===== src/hw/rts_pkg.sv =====
// Shared constants and types for the receive timestamp insertion block
package rts_pkg;

	// Register indices; byte address is four times the index
	localparam logic [7:0] IDX_PRIMARY    = 8'h18;
	localparam logic [7:0] IDX_GAP_DOMAIN = 8'h1C;
	localparam logic [7:0] IDX_LAYOUT     = 8'h1D;
	localparam logic [7:0] IDX_RO_NS      = 8'h20;
	localparam logic [7:0] IDX_RO_SEC     = 8'h21;
	localparam logic [7:0] IDX_RO_STAT    = 8'h22;

	// Primary configuration fields
	localparam int unsigned PRI_CAPTURE      = 0;
	localparam int unsigned PRI_DOMAIN_MATCH = 1;

	// Gap and domain register fields
	localparam int unsigned GD_MIN_GAP_LSB = 12;
	localparam int unsigned GD_KEEP_UDP    = 11;
	localparam int unsigned GD_KEEP_CRC    = 10;
	localparam int unsigned GD_APPEND      = 9;
	localparam int unsigned GD_INSERT      = 8;
	localparam int unsigned GD_DOMAIN_LSB  = 0;

	// Insert layout register fields
	localparam int unsigned LAY_FIXUP       = 15;
	localparam int unsigned LAY_SEC_EN      = 14;
	localparam int unsigned LAY_SEC_LEN_LSB = 12;
	localparam int unsigned LAY_NS_POS_LSB  = 6;
	localparam int unsigned LAY_SEC_POS_LSB = 0;

	// Reset values
	localparam logic [1:0]  RST_PRIMARY    = 2'h0;
	localparam logic [15:0] RST_GAP_DOMAIN = 16'hC000;
	localparam logic [15:0] RST_LAYOUT     = 16'h0000;
	localparam logic [3:0]  GAP_SAT        = 4'hF;

	localparam int unsigned POS_W  = 11;
	localparam int unsigned WORD_W = 9;

	typedef struct packed {
		logic             is_event;
		logic             is_ipv4;
		logic             is_l2;
		logic [7:0]       domain;
		logic [POS_W-1:0] msg_start;
		logic [POS_W-1:0] msg_len;
		logic [POS_W-1:0] csum_pos;
	} rts_meta_t;

	typedef struct packed {
		logic [31:0] sec;
		logic [31:0] ns;
	} rts_stamp_t;

	typedef enum logic [1:0] {
		RTS_IDLE   = 2'b00,
		RTS_RUN    = 2'b01,
		RTS_APPEND = 2'b10
	} rts_rd_state_t;

endpackage : rts_pkg


===== src/hw/rts_insert.sv =====
// Receive path: event qualification, timestamp insertion, checksum handling, gap control
// Behaviour
// - Hold 4-bit minimum gap in byte times, reset twelve; drop preamble to keep it.
// - Appended timestamp may eat up to 134 byte times of the following gap.
// - Discard timestamp on UDP checksum error unless keep-on-UDP-error is set.
// - Discard timestamp on frame CRC error unless keep-on-CRC-error is set.
// - Insertion enable writes stamp into event packets and withholds it from readout.
// - Layer-2 append control adds stamp after message; ignored without insertion.
// - With domain matching, capture only when domain number equals the domain field.
// - Insertion on IPv4 without fixup zeroes UDP checksum; bad checksum forces CRC error.
// - With fixup, keep checksum and write 2-byte correction after message.
// - Seconds enable adds a seconds field; otherwise only nanoseconds are inserted.
// - Seconds length selects one to four low-order seconds bytes.
// - Nanoseconds position counts from message end in append, else from message start.
// - Seconds position counts from nanoseconds end in append, else from message start.
// - Capture timestamps only while the capture enable is set.
`timescale 1ns/1ns
`default_nettype none
module rts_insert #(
	parameter int unsigned DEPTH = 256,
	parameter int unsigned HOLD  = 4
) (
	input  wire logic                  clk_i,
	input  wire logic                  resetn_i,
	input  wire logic                  psel_i,
	input  wire logic                  penable_i,
	input  wire logic                  pwrite_i,
	input  wire logic [9:0]            paddr_i,
	input  wire logic [31:0]           pwdata_i,
	output logic      [31:0]           prdata_o,
	output logic                       pready_o,
	output logic                       pslverr_o,
	input  wire logic                  link_clk_i,
	input  wire logic                  link_dv_i,
	input  wire logic [7:0]            link_data_i,
	input  wire logic                  meta_valid_i,
	input  wire rts_pkg::rts_meta_t    meta_i,
	input  wire rts_pkg::rts_stamp_t   stamp_i,
	input  wire logic                  udp_err_i,
	input  wire logic                  crc_err_i,
	output logic                       mac_stb_o,
	output logic                       mac_dv_o,
	output logic      [7:0]            mac_data_o,
	output logic                       mac_err_o
);
	localparam int unsigned AW = $clog2(DEPTH);
	localparam logic [AW:0] PTR_ONE = {{AW{1'b0}}, 1'b1};
	localparam logic [AW:0] HOLD_W  = (AW + 1)'(HOLD);

	if (HOLD < 3 || HOLD >= DEPTH) begin : g_bad_hold
		$error("rts_insert: HOLD must be at least 3 and below DEPTH");
	end

	typedef struct packed {
		logic                  lclk_s1, lclk_s2, lclk_prev, dv_s1, dv_s2;
		logic [7:0]            dat_s1, dat_s2;
		logic                  w_dv_prev;
		logic [AW:0]           wr_ptr, rd_ptr;
		logic [1:0]            pri;
		logic [15:0]           gd, lay;
		rts_pkg::rts_meta_t    meta, r_meta;
		rts_pkg::rts_stamp_t   stamp, r_stamp;
		logic                  udp_l, crc_l, r_qual;
		rts_pkg::rts_rd_state_t st;
		logic [3:0]            gap, drop, ogap;
		logic [rts_pkg::POS_W-1:0] pos;
		logic [7:0]            app_k;
		logic [15:0]           diff;
		logic                  mac_dv, mac_err, mac_stb;
		logic [7:0]            mac_data;
		logic [31:0]           ro_ns, ro_sec, prdata;
		logic                  ro_avail;
	} rts_state_t;

	rts_state_t q, d;
	logic                        stb, wr_en, consume, ro_load, mark, ins, app, sec_on, forced, in_ns, in_sec;
	logic [rts_pkg::WORD_W-1:0]  wr_word, rd_word;
	logic [AW:0]                 cnt;
	logic [rts_pkg::POS_W-1:0]   rel, relns, relss, nsp11, ssp11;
	logic [5:0]                  nsp, ssp;
	logic [2:0]                  nsec;
	logic [7:0]                  a0, a1, a2, total, ab, ob, ib;
	logic [3:0]                  mingap, newgap;
	logic [15:0]                 fix_v, nw, ow;
	logic [7:0]                  idx;

	function automatic logic [7:0] msb_byte(input logic [31:0] v, input logic [2:0] n, input logic [7:0] i);
		logic [7:0] j;
		j = {5'h00, n} - 8'h01 - i;
		return v[{j[1:0], 3'b000} +: 8];
	endfunction : msb_byte

	function automatic logic [15:0] oc_add(input logic [15:0] a, input logic [15:0] b);
		logic [16:0] s;
		s = {1'b0, a} + {1'b0, b};
		return s[15:0] + {15'h0000, s[16]};
	endfunction : oc_add

	rts_ring_mem #(.WIDTH(rts_pkg::WORD_W), .DEPTH(DEPTH)) u_ring (
		.clk_i    (clk_i),
		.wr_en_i  (wr_en),
		.wr_addr_i(q.wr_ptr[AW-1:0]),
		.wr_data_i(wr_word),
		.rd_addr_i(q.rd_ptr[AW-1:0]),
		.rd_data_o(rd_word)
	);

	always_comb begin
		d = q;
		// Link pins pass two flops; edge found on the second stage only
		d.lclk_s1 = link_clk_i;
		d.lclk_s2 = q.lclk_s1;
		d.lclk_prev = q.lclk_s2;
		d.dv_s1 = link_dv_i;
		d.dv_s2 = q.dv_s1;
		d.dat_s1 = link_data_i;
		d.dat_s2 = q.dat_s1;
		stb = q.lclk_s2 & ~q.lclk_prev;
		d.mac_stb = stb;
		d.mac_err = 1'b0;

		// Writer: bytes and an end marker carrying the frame's error status
		wr_en = 1'b0;
		wr_word = {1'b0, q.dat_s2};
		if (stb) begin
			d.w_dv_prev = q.dv_s2;
			if (q.dv_s2) begin
				wr_en = 1'b1;
				if (!q.w_dv_prev) begin
					d.udp_l = 1'b0;
					d.crc_l = 1'b0;
				end
			end else if (q.w_dv_prev) begin
				wr_en = 1'b1;
				wr_word = {1'b1, 6'h00, q.udp_l | udp_err_i, q.crc_l | crc_err_i};
			end
		end
		if (wr_en) begin
			d.wr_ptr = q.wr_ptr + PTR_ONE;
		end
		// Error pulses win over the clear at frame start
		if (udp_err_i) begin
			d.udp_l = 1'b1;
		end
		if (crc_err_i) begin
			d.crc_l = 1'b1;
		end
		if (meta_valid_i) begin
			d.meta = meta_i;
			d.stamp = stamp_i;
		end

		// Register bus
		idx = paddr_i[9:2];
		if (psel_i && penable_i && pwrite_i && paddr_i[1:0] == 2'h0) begin
			unique case (idx)
				rts_pkg::IDX_PRIMARY:    d.pri = pwdata_i[1:0];
				rts_pkg::IDX_GAP_DOMAIN: d.gd = pwdata_i[15:0];
				rts_pkg::IDX_LAYOUT:     d.lay = pwdata_i[15:0];
				default:                 d.pri = q.pri;
			endcase
		end
		// Reading the seconds word consumes the readout; a new capture wins
		if (psel_i && penable_i && !pwrite_i && paddr_i == {rts_pkg::IDX_RO_SEC, 2'b00}) begin
			d.ro_avail = 1'b0;
		end
		if (psel_i && !penable_i) begin
			unique case (idx)
				rts_pkg::IDX_PRIMARY:    d.prdata = {30'h00000000, q.pri};
				rts_pkg::IDX_GAP_DOMAIN: d.prdata = {16'h0000, q.gd};
				rts_pkg::IDX_LAYOUT:     d.prdata = {16'h0000, q.lay};
				rts_pkg::IDX_RO_NS:      d.prdata = q.ro_ns;
				rts_pkg::IDX_RO_SEC:     d.prdata = q.ro_sec;
				rts_pkg::IDX_RO_STAT:    d.prdata = {31'h00000000, q.ro_avail};
				default:                 d.prdata = 32'h00000000;
			endcase
		end

		// Insertion layout
		cnt = q.wr_ptr - q.rd_ptr;
		mark = rd_word[8];
		mingap = q.gd[rts_pkg::GD_MIN_GAP_LSB +: 4];
		ins = q.r_qual & q.gd[rts_pkg::GD_INSERT];
		app = ins & q.r_meta.is_l2 & q.gd[rts_pkg::GD_APPEND];
		sec_on = q.lay[rts_pkg::LAY_SEC_EN];
		nsec = {1'b0, q.lay[rts_pkg::LAY_SEC_LEN_LSB +: 2]} + 3'h1;
		nsp = q.lay[rts_pkg::LAY_NS_POS_LSB +: 6];
		ssp = q.lay[rts_pkg::LAY_SEC_POS_LSB +: 6];
		a0 = {2'b00, nsp};
		a1 = a0 + 8'h04;
		a2 = a1 + {2'b00, ssp};
		total = sec_on ? a2 + {5'h00, nsec} : a1;
		if (q.app_k < a0 || (q.app_k >= a1 && q.app_k < a2)) begin
			ab = 8'h00;
		end else if (q.app_k < a1) begin
			ab = msb_byte(q.r_stamp.ns, 3'h4, q.app_k - a0);
		end else begin
			ab = msb_byte(q.r_stamp.sec, nsec, q.app_k - a2);
		end
		rel = q.pos - q.r_meta.msg_start;
		nsp11 = {5'h00, nsp};
		ssp11 = {5'h00, ssp};
		relns = rel - nsp11;
		relss = rel - ssp11;
		in_ns = ins && !app && rel >= nsp11 && rel < nsp11 + 11'h004;
		in_sec = ins && !app && sec_on && rel >= ssp11 && rel < ssp11 + {8'h00, nsec};
		ib = rd_word[7:0];
		ob = ib;
		if (in_ns) begin
			ob = msb_byte(q.r_stamp.ns, 3'h4, relns[7:0]);
		end
		if (in_sec) begin
			ob = msb_byte(q.r_stamp.sec, nsec, relss[7:0]);
		end
		nw = rel[0] ? {8'h00, ob} : {ob, 8'h00};
		ow = rel[0] ? {8'h00, ib} : {ib, 8'h00};
		// correction word, spoiled when the incoming checksum was bad
		fix_v = q.udp_l ? q.diff : ~q.diff;
		if (ins && q.r_meta.is_ipv4) begin
			if (!q.lay[rts_pkg::LAY_FIXUP]) begin
				if (q.pos == q.r_meta.csum_pos || q.pos == q.r_meta.csum_pos + 11'h001) begin
					ob = 8'h00;
				end
			end else if (rel == q.r_meta.msg_len) begin
				ob = fix_v[15:8];
			end else if (rel == q.r_meta.msg_len + 11'h001) begin
				ob = fix_v[7:0];
			end
		end
		forced = ins & q.r_meta.is_ipv4 & ~q.lay[rts_pkg::LAY_FIXUP] & rd_word[1];
		ro_load = 1'b0;
		consume = 1'b0;
		newgap = (q.gap == rts_pkg::GAP_SAT) ? q.gap : q.gap + 4'h1;

		unique case (q.st)
			rts_pkg::RTS_IDLE: begin
				if (stb) begin
					d.gap = newgap;
					// Wait for a few bytes so that late status is known before it is needed
					if (cnt >= HOLD_W) begin
						d.st = rts_pkg::RTS_RUN;
						d.pos = '0;
						d.diff = 16'h0000;
						d.r_meta = q.meta;
						d.r_stamp = q.stamp;
						d.r_qual = q.pri[rts_pkg::PRI_CAPTURE] & q.meta.is_event &
							(~q.pri[rts_pkg::PRI_DOMAIN_MATCH] | (q.meta.domain == q.gd[rts_pkg::GD_DOMAIN_LSB +: 8]));
						d.drop = (newgap < mingap) ? mingap - newgap : 4'h0;
					end
				end
			end
			rts_pkg::RTS_RUN: begin
				if (stb && cnt != '0) begin
					consume = 1'b1;
					d.rd_ptr = q.rd_ptr + PTR_ONE;
					if (mark) begin
						d.mac_dv = 1'b0;
						d.mac_err = rd_word[0] | forced;
						ro_load = q.r_qual & ~q.gd[rts_pkg::GD_INSERT] &
							(~rd_word[1] | q.gd[rts_pkg::GD_KEEP_UDP]) & (~rd_word[0] | q.gd[rts_pkg::GD_KEEP_CRC]);
						d.st = rts_pkg::RTS_IDLE;
						d.gap = 4'h1;
					end else if (q.drop != 4'h0) begin
						d.drop = q.drop - 4'h1;
						d.mac_dv = 1'b0;
						d.pos = q.pos + 11'h001;
					end else begin
						d.mac_dv = 1'b1;
						d.mac_data = ob;
						d.pos = q.pos + 11'h001;
						if (in_ns || in_sec) begin
							d.diff = oc_add(oc_add(q.diff, nw), ~ow);
						end
						if (app && rel == q.r_meta.msg_len - 11'h001) begin
							d.st = rts_pkg::RTS_APPEND;
							d.app_k = 8'h00;
						end
					end
				end
			end
			rts_pkg::RTS_APPEND: begin
				if (stb) begin
					d.mac_dv = 1'b1;
					d.mac_data = ab;
					d.app_k = q.app_k + 8'h01;
					if (q.app_k == total - 8'h01) begin
						d.st = rts_pkg::RTS_RUN;
					end
				end
			end
			default: d.st = rts_pkg::RTS_IDLE;
		endcase
		if (ro_load) begin
			d.ro_ns = q.r_stamp.ns;
			d.ro_sec = q.r_stamp.sec;
			d.ro_avail = 1'b1;
		end
		// Idle byte times seen by the MAC, for checking only
		if (stb) begin
			if (d.mac_dv) begin
				d.ogap = 4'h0;
			end else if (q.ogap != rts_pkg::GAP_SAT) begin
				d.ogap = q.ogap + 4'h1;
			end
		end
	end

	always_ff @(posedge clk_i) begin
		if (!resetn_i) begin
			q <= '0;
			q.pri <= rts_pkg::RST_PRIMARY;
			q.gd <= rts_pkg::RST_GAP_DOMAIN;
			q.lay <= rts_pkg::RST_LAYOUT;
			q.gap <= rts_pkg::GAP_SAT;
			q.ogap <= rts_pkg::GAP_SAT;
		end else begin
			q <= d;
		end
	end

	assign prdata_o = q.prdata;
	assign pready_o = 1'b1;
	assign pslverr_o = psel_i & penable_i & (paddr_i[1:0] != 2'h0 ||
		!(idx inside {rts_pkg::IDX_PRIMARY, rts_pkg::IDX_GAP_DOMAIN, rts_pkg::IDX_LAYOUT,
		rts_pkg::IDX_RO_NS, rts_pkg::IDX_RO_SEC, rts_pkg::IDX_RO_STAT}));
	assign mac_stb_o = q.mac_stb;
	assign mac_dv_o = q.mac_dv;
	assign mac_data_o = q.mac_data;
	assign mac_err_o = q.mac_err;
endmodule : rts_insert
`default_nettype wire


===== src/hw/rts_ring_mem.sv =====
// Byte ring memory with registered read data
`timescale 1ns/1ns
`default_nettype none
module rts_ring_mem #(
	parameter int unsigned WIDTH = 9,
	parameter int unsigned DEPTH = 256
) (
	input  wire logic                     clk_i,
	input  wire logic                     wr_en_i,
	input  wire logic [$clog2(DEPTH)-1:0] wr_addr_i,
	input  wire logic [WIDTH-1:0]         wr_data_i,
	input  wire logic [$clog2(DEPTH)-1:0] rd_addr_i,
	output logic      [WIDTH-1:0]         rd_data_o
);
	logic [WIDTH-1:0] mem_q [DEPTH];

	if (DEPTH < 8 || (DEPTH & (DEPTH - 1)) != 0) begin : g_bad_depth
		$error("rts_ring_mem: DEPTH must be a power of two of at least 8");
	end

	always_ff @(posedge clk_i) begin
		if (wr_en_i) begin
			mem_q[wr_addr_i] <= wr_data_i;
		end
		rd_data_o <= mem_q[rd_addr_i];
	end
endmodule : rts_ring_mem
`default_nettype wire


===== config.mk =====
export PLATFORM = sky130hd
export DESIGN_NAME = rts_insert
export DESIGN_NICKNAME = d
export VERILOG_FILES = /design/src/hw/rts_pkg.sv /design/src/hw/rts_insert.sv /design/src/hw/rts_ring_mem.sv
export SDC_FILE = /design/constraint.sdc
export NUM_CORES = 2
export LEC_CHECK = 0
export BUFFER_PORTS_ARGS = -buffer_cell sky130_fd_sc_hd__buf_2
export CAP_MARGIN = 20
export CORE_MARGIN = 2
export CORE_UTILIZATION = 57
export CTS_CLUSTER_SIZE = 40
export DETAILED_ROUTE_END_ITERATION = 6
export GPL_TIMING_DRIVEN = 0
export PLACE_DENSITY = 0.76
export SKIP_CTS_REPAIR_TIMING = 1
export SLEW_MARGIN = 10
export SYNTH_ARGS = -nofsm -noshare
export SYNTH_HDL_FRONTEND = slang
export SYNTH_HIERARCHICAL = 1
export SYNTH_SLANG_ARGS = --single-unit

===== constraint.sdc =====
create_clock -name clk_i -period 15.1 [get_ports clk_i]
set_clock_uncertainty 0.05 [all_clocks]
set_input_delay 0.755 -clock clk_i [delete_from_list [all_inputs] [get_ports clk_i]]
set_output_delay 0.755 -clock clk_i [all_outputs]
set_load 0.02 [all_outputs]

==> reports/results.tsv <==
metric	value	unit
p_leak	41.87	nW
ir_drop	0.1193	mV
layout-drive-gt1-share	18.68	%
via_count	73450	
dieArea	203500	um^2
dp_hpwl	259.5	mm
io_pins	213	
cts.sinks	2750	
antenna_found_initial	19	
end_kind	flip-flop	
antenna_left	0	
clock_latency	0.99	ns
finalSetupTns	0	ns
fillCellCount	13550	
stdcell_count	10680	
dpl-instance-area	120000	um^2
power.share.sequential	53.4	%
drc_errors	4	
async_reset_ff_share	0	%
clockBufferDepth	4	
num_rows	164	
fmax	78.41	MHz
rsz0062_at_grt	no	
synth_cells	7199	
p_int	0.01230	W
cp-start-kind	flip-flop	
worst_slew_pin_slew	1.473	ns
routed_wl	378.1	mm
dp.cells	10130	
avgRoutedWirePerCell	35.42	um
crit_top_cell	ha_1	
finalHoldViolCount	0	
clock_power_share	45.0	%
grt.overflow.total	0	
core	199200	um^2
grt_max_degree	77	
avgViaCountPerCell	6.879	
dieHeight	451.1	um
finalCriticalPeriod	12.75	ns
switchingPower	0.003095	W
fin_area	129300	um^2
synth_nets	7502	
critPathMaxStageDelay	0.84	ns
netlist_top_cells_count	2304 x edfxtp_1, 568 x nor2_1, 547 x nand2_1, 499 x mux4_2, 446 x dfxtp_1	
setup_viol	0	
die_x	451.1	um
min_path_type	in2reg	
outcome	finished, violations left	
synthesis.area	113900	um^2
avgSynthCellArea	15.83	um^2
htree_levels	5	
nets	8106	
slew_headroom	1.809	%
synthTopCellsByArea	edfxtp_1 61%, mux4_2 9.9%, dfxtp_1 7.8%, mux2i_1 2.7%, nor2_1 1.9%	
grt_pass1_wl	524.5	mm
first_pass_iters	7	
path_max_fanout	10	
drt_iter0_drc	12130	
synth-seq-cells	2750	
cts.clk_slew.worst_paths	0.06	ns
max_cap_viol_count	0	
ff_latch_area	78110	um^2
cts_root_buf	clkbuf_16	
grt_use_total	36.84	%
yosys_warnings	6	
synth_edf_count	2304	
cts_tree	done	
yosysSeqAreaShare	68.56	%
multiInputGateArea	33070	um^2
synthFlopType	edfxtp_1	
gp_congestion	1.013	
cp.required	15.81	ns
portBuffers	192	
timing.final.crit_share	84.46	%
critPathSlowestCell	xnor2_1	
violations	DRC	
synth.distinct_cells	111	
cts_buffers	294	
maxSlewViolCount	0	
power_density	119.0	nW/um^2
yosys.area.top_type_share	60.72	%
first_global_vias	71280	
critical_path_class	reg2reg	
synth_top_area_cell	edfxtp_1	
crit_arrival	13.46	ns
post-route-util	64.90	%
combPwrFrac	1.7	%
area.growth.synth_to_final	13.49	%
p_sw_share	20.11	%
initial_core_util	57.19	%
yosysMostFrequentCell	edfxtp_1	
[cell usage in the layout, fill, tap and decap left out, drive strengths merged, types with 105 or more instances in the layout]
master,count
mux2i,313
mux4,508
clkbuf,627
buf,503
a22oi,183
clkinv,105
edfxtp,2304
xnor2,107
ha,128
a21oi,416
nand2,548
nor2,569
dfxtp,446
[stage by stage]
step / worst slack [ns] / total power (W) / hold WS [ns]
floorplan: 0.6444 / 0.008525 / 0.3559
global placement: -27.82 / 0.008717 / 0.3712
detailed placement: 2.532 / 0.008623 / 0.3782
CTS: 2.505 / 0.01541 / -0.06341
global route: 1.479 / 0.01571 / 0.004736
finish: 2.347 / 0.01539 / 0.01917
[layer usage]
metal	GRT usage, %	routed length, um	up-vias
met5	0	131	-
met4	26.09	33190	20
met3	12.81	53230	1493
met2	56.55	170400	6169
met1	43.54	121200	36420
li1	-	-	29350
[worst paths after layout]
| check | slack [ns] | endpoint | startpoint | cells past startpoint |
|---|---|---|---|---|
| setup reg to reg | 2.35 | q[123] | q[132] | 53 |
| hold reg to reg | 0.39 | q[290] | q[334] | 2 |
| setup / recovery | 2.35 | q[123] | q[132] | 53 |
| hold / removal | 0.02 | d[436] | link_data_i[7] | 2 |
[critical path: cells and delay by family (launching register included)]
family / cells / cell delay, ns
buf+inv: 9 / 2.07
mux: 2 / 0.86
compound gates: 15 / 3.22
flops: 1 / 0.34
simple gates: 15 / 2.45
xor+xnor: 4 / 1.24
fa+ha+maj: 8 / 2.35
[power by group through the flow]
stage                     clock (W)  combinational, W  sequential (W)
after global placement            0          0.000204         0.00851
after CTS                   0.00695          0.000249         0.00821
after detailed placement          0          0.000248         0.00837
after global routing        0.00723          0.000270         0.00821
final                       0.00692          0.000255         0.00821
after floorplan                   0          0.000119         0.00841
[cell type report]
class,count,area share (%)
plain buffers,470,2.021
well taps,2656,2.570
flip-flops and latches,2750,60.41
inverters,85,0.2467
diodes,17,0.03290
clock buffers,360,6.066
repair buffers,308,2.170
clock inverters,137,0.9124
multi-input cells,3894,25.58
[kinds of logic (layout without fill, tap and decap cells)]
group | Yosys count | in the layout | synth area share [%]
and+or+nand+nor | 1599 | 1599 | 6.260
xor gates and xnor gates | 184 | 184 | 1.514
adders and majority gates | 135 | 135 | 1.529
DFF | 2750 | 2750 | 68.56
AOI/OAI and AO/OA | 1126 | 1126 | 6.489
muxes | 849 | 849 | 13.10
other | 1 | 18 | 0.003291
buffers and inverters | 555 | 1360 | 2.544
[state kept, by name, summed over array words and instances (netlist names)]
signal            count
prdata_o             32
u_ring/mem_q       2304
a0                    6
mac_err_o             1
u_ring/rd_data_o      9
q                   373
mac_dv_o              1
d                    11
mac_data_o            8
mac_stb_o             1
mingap                4
(Power assumes the default switching activity.)
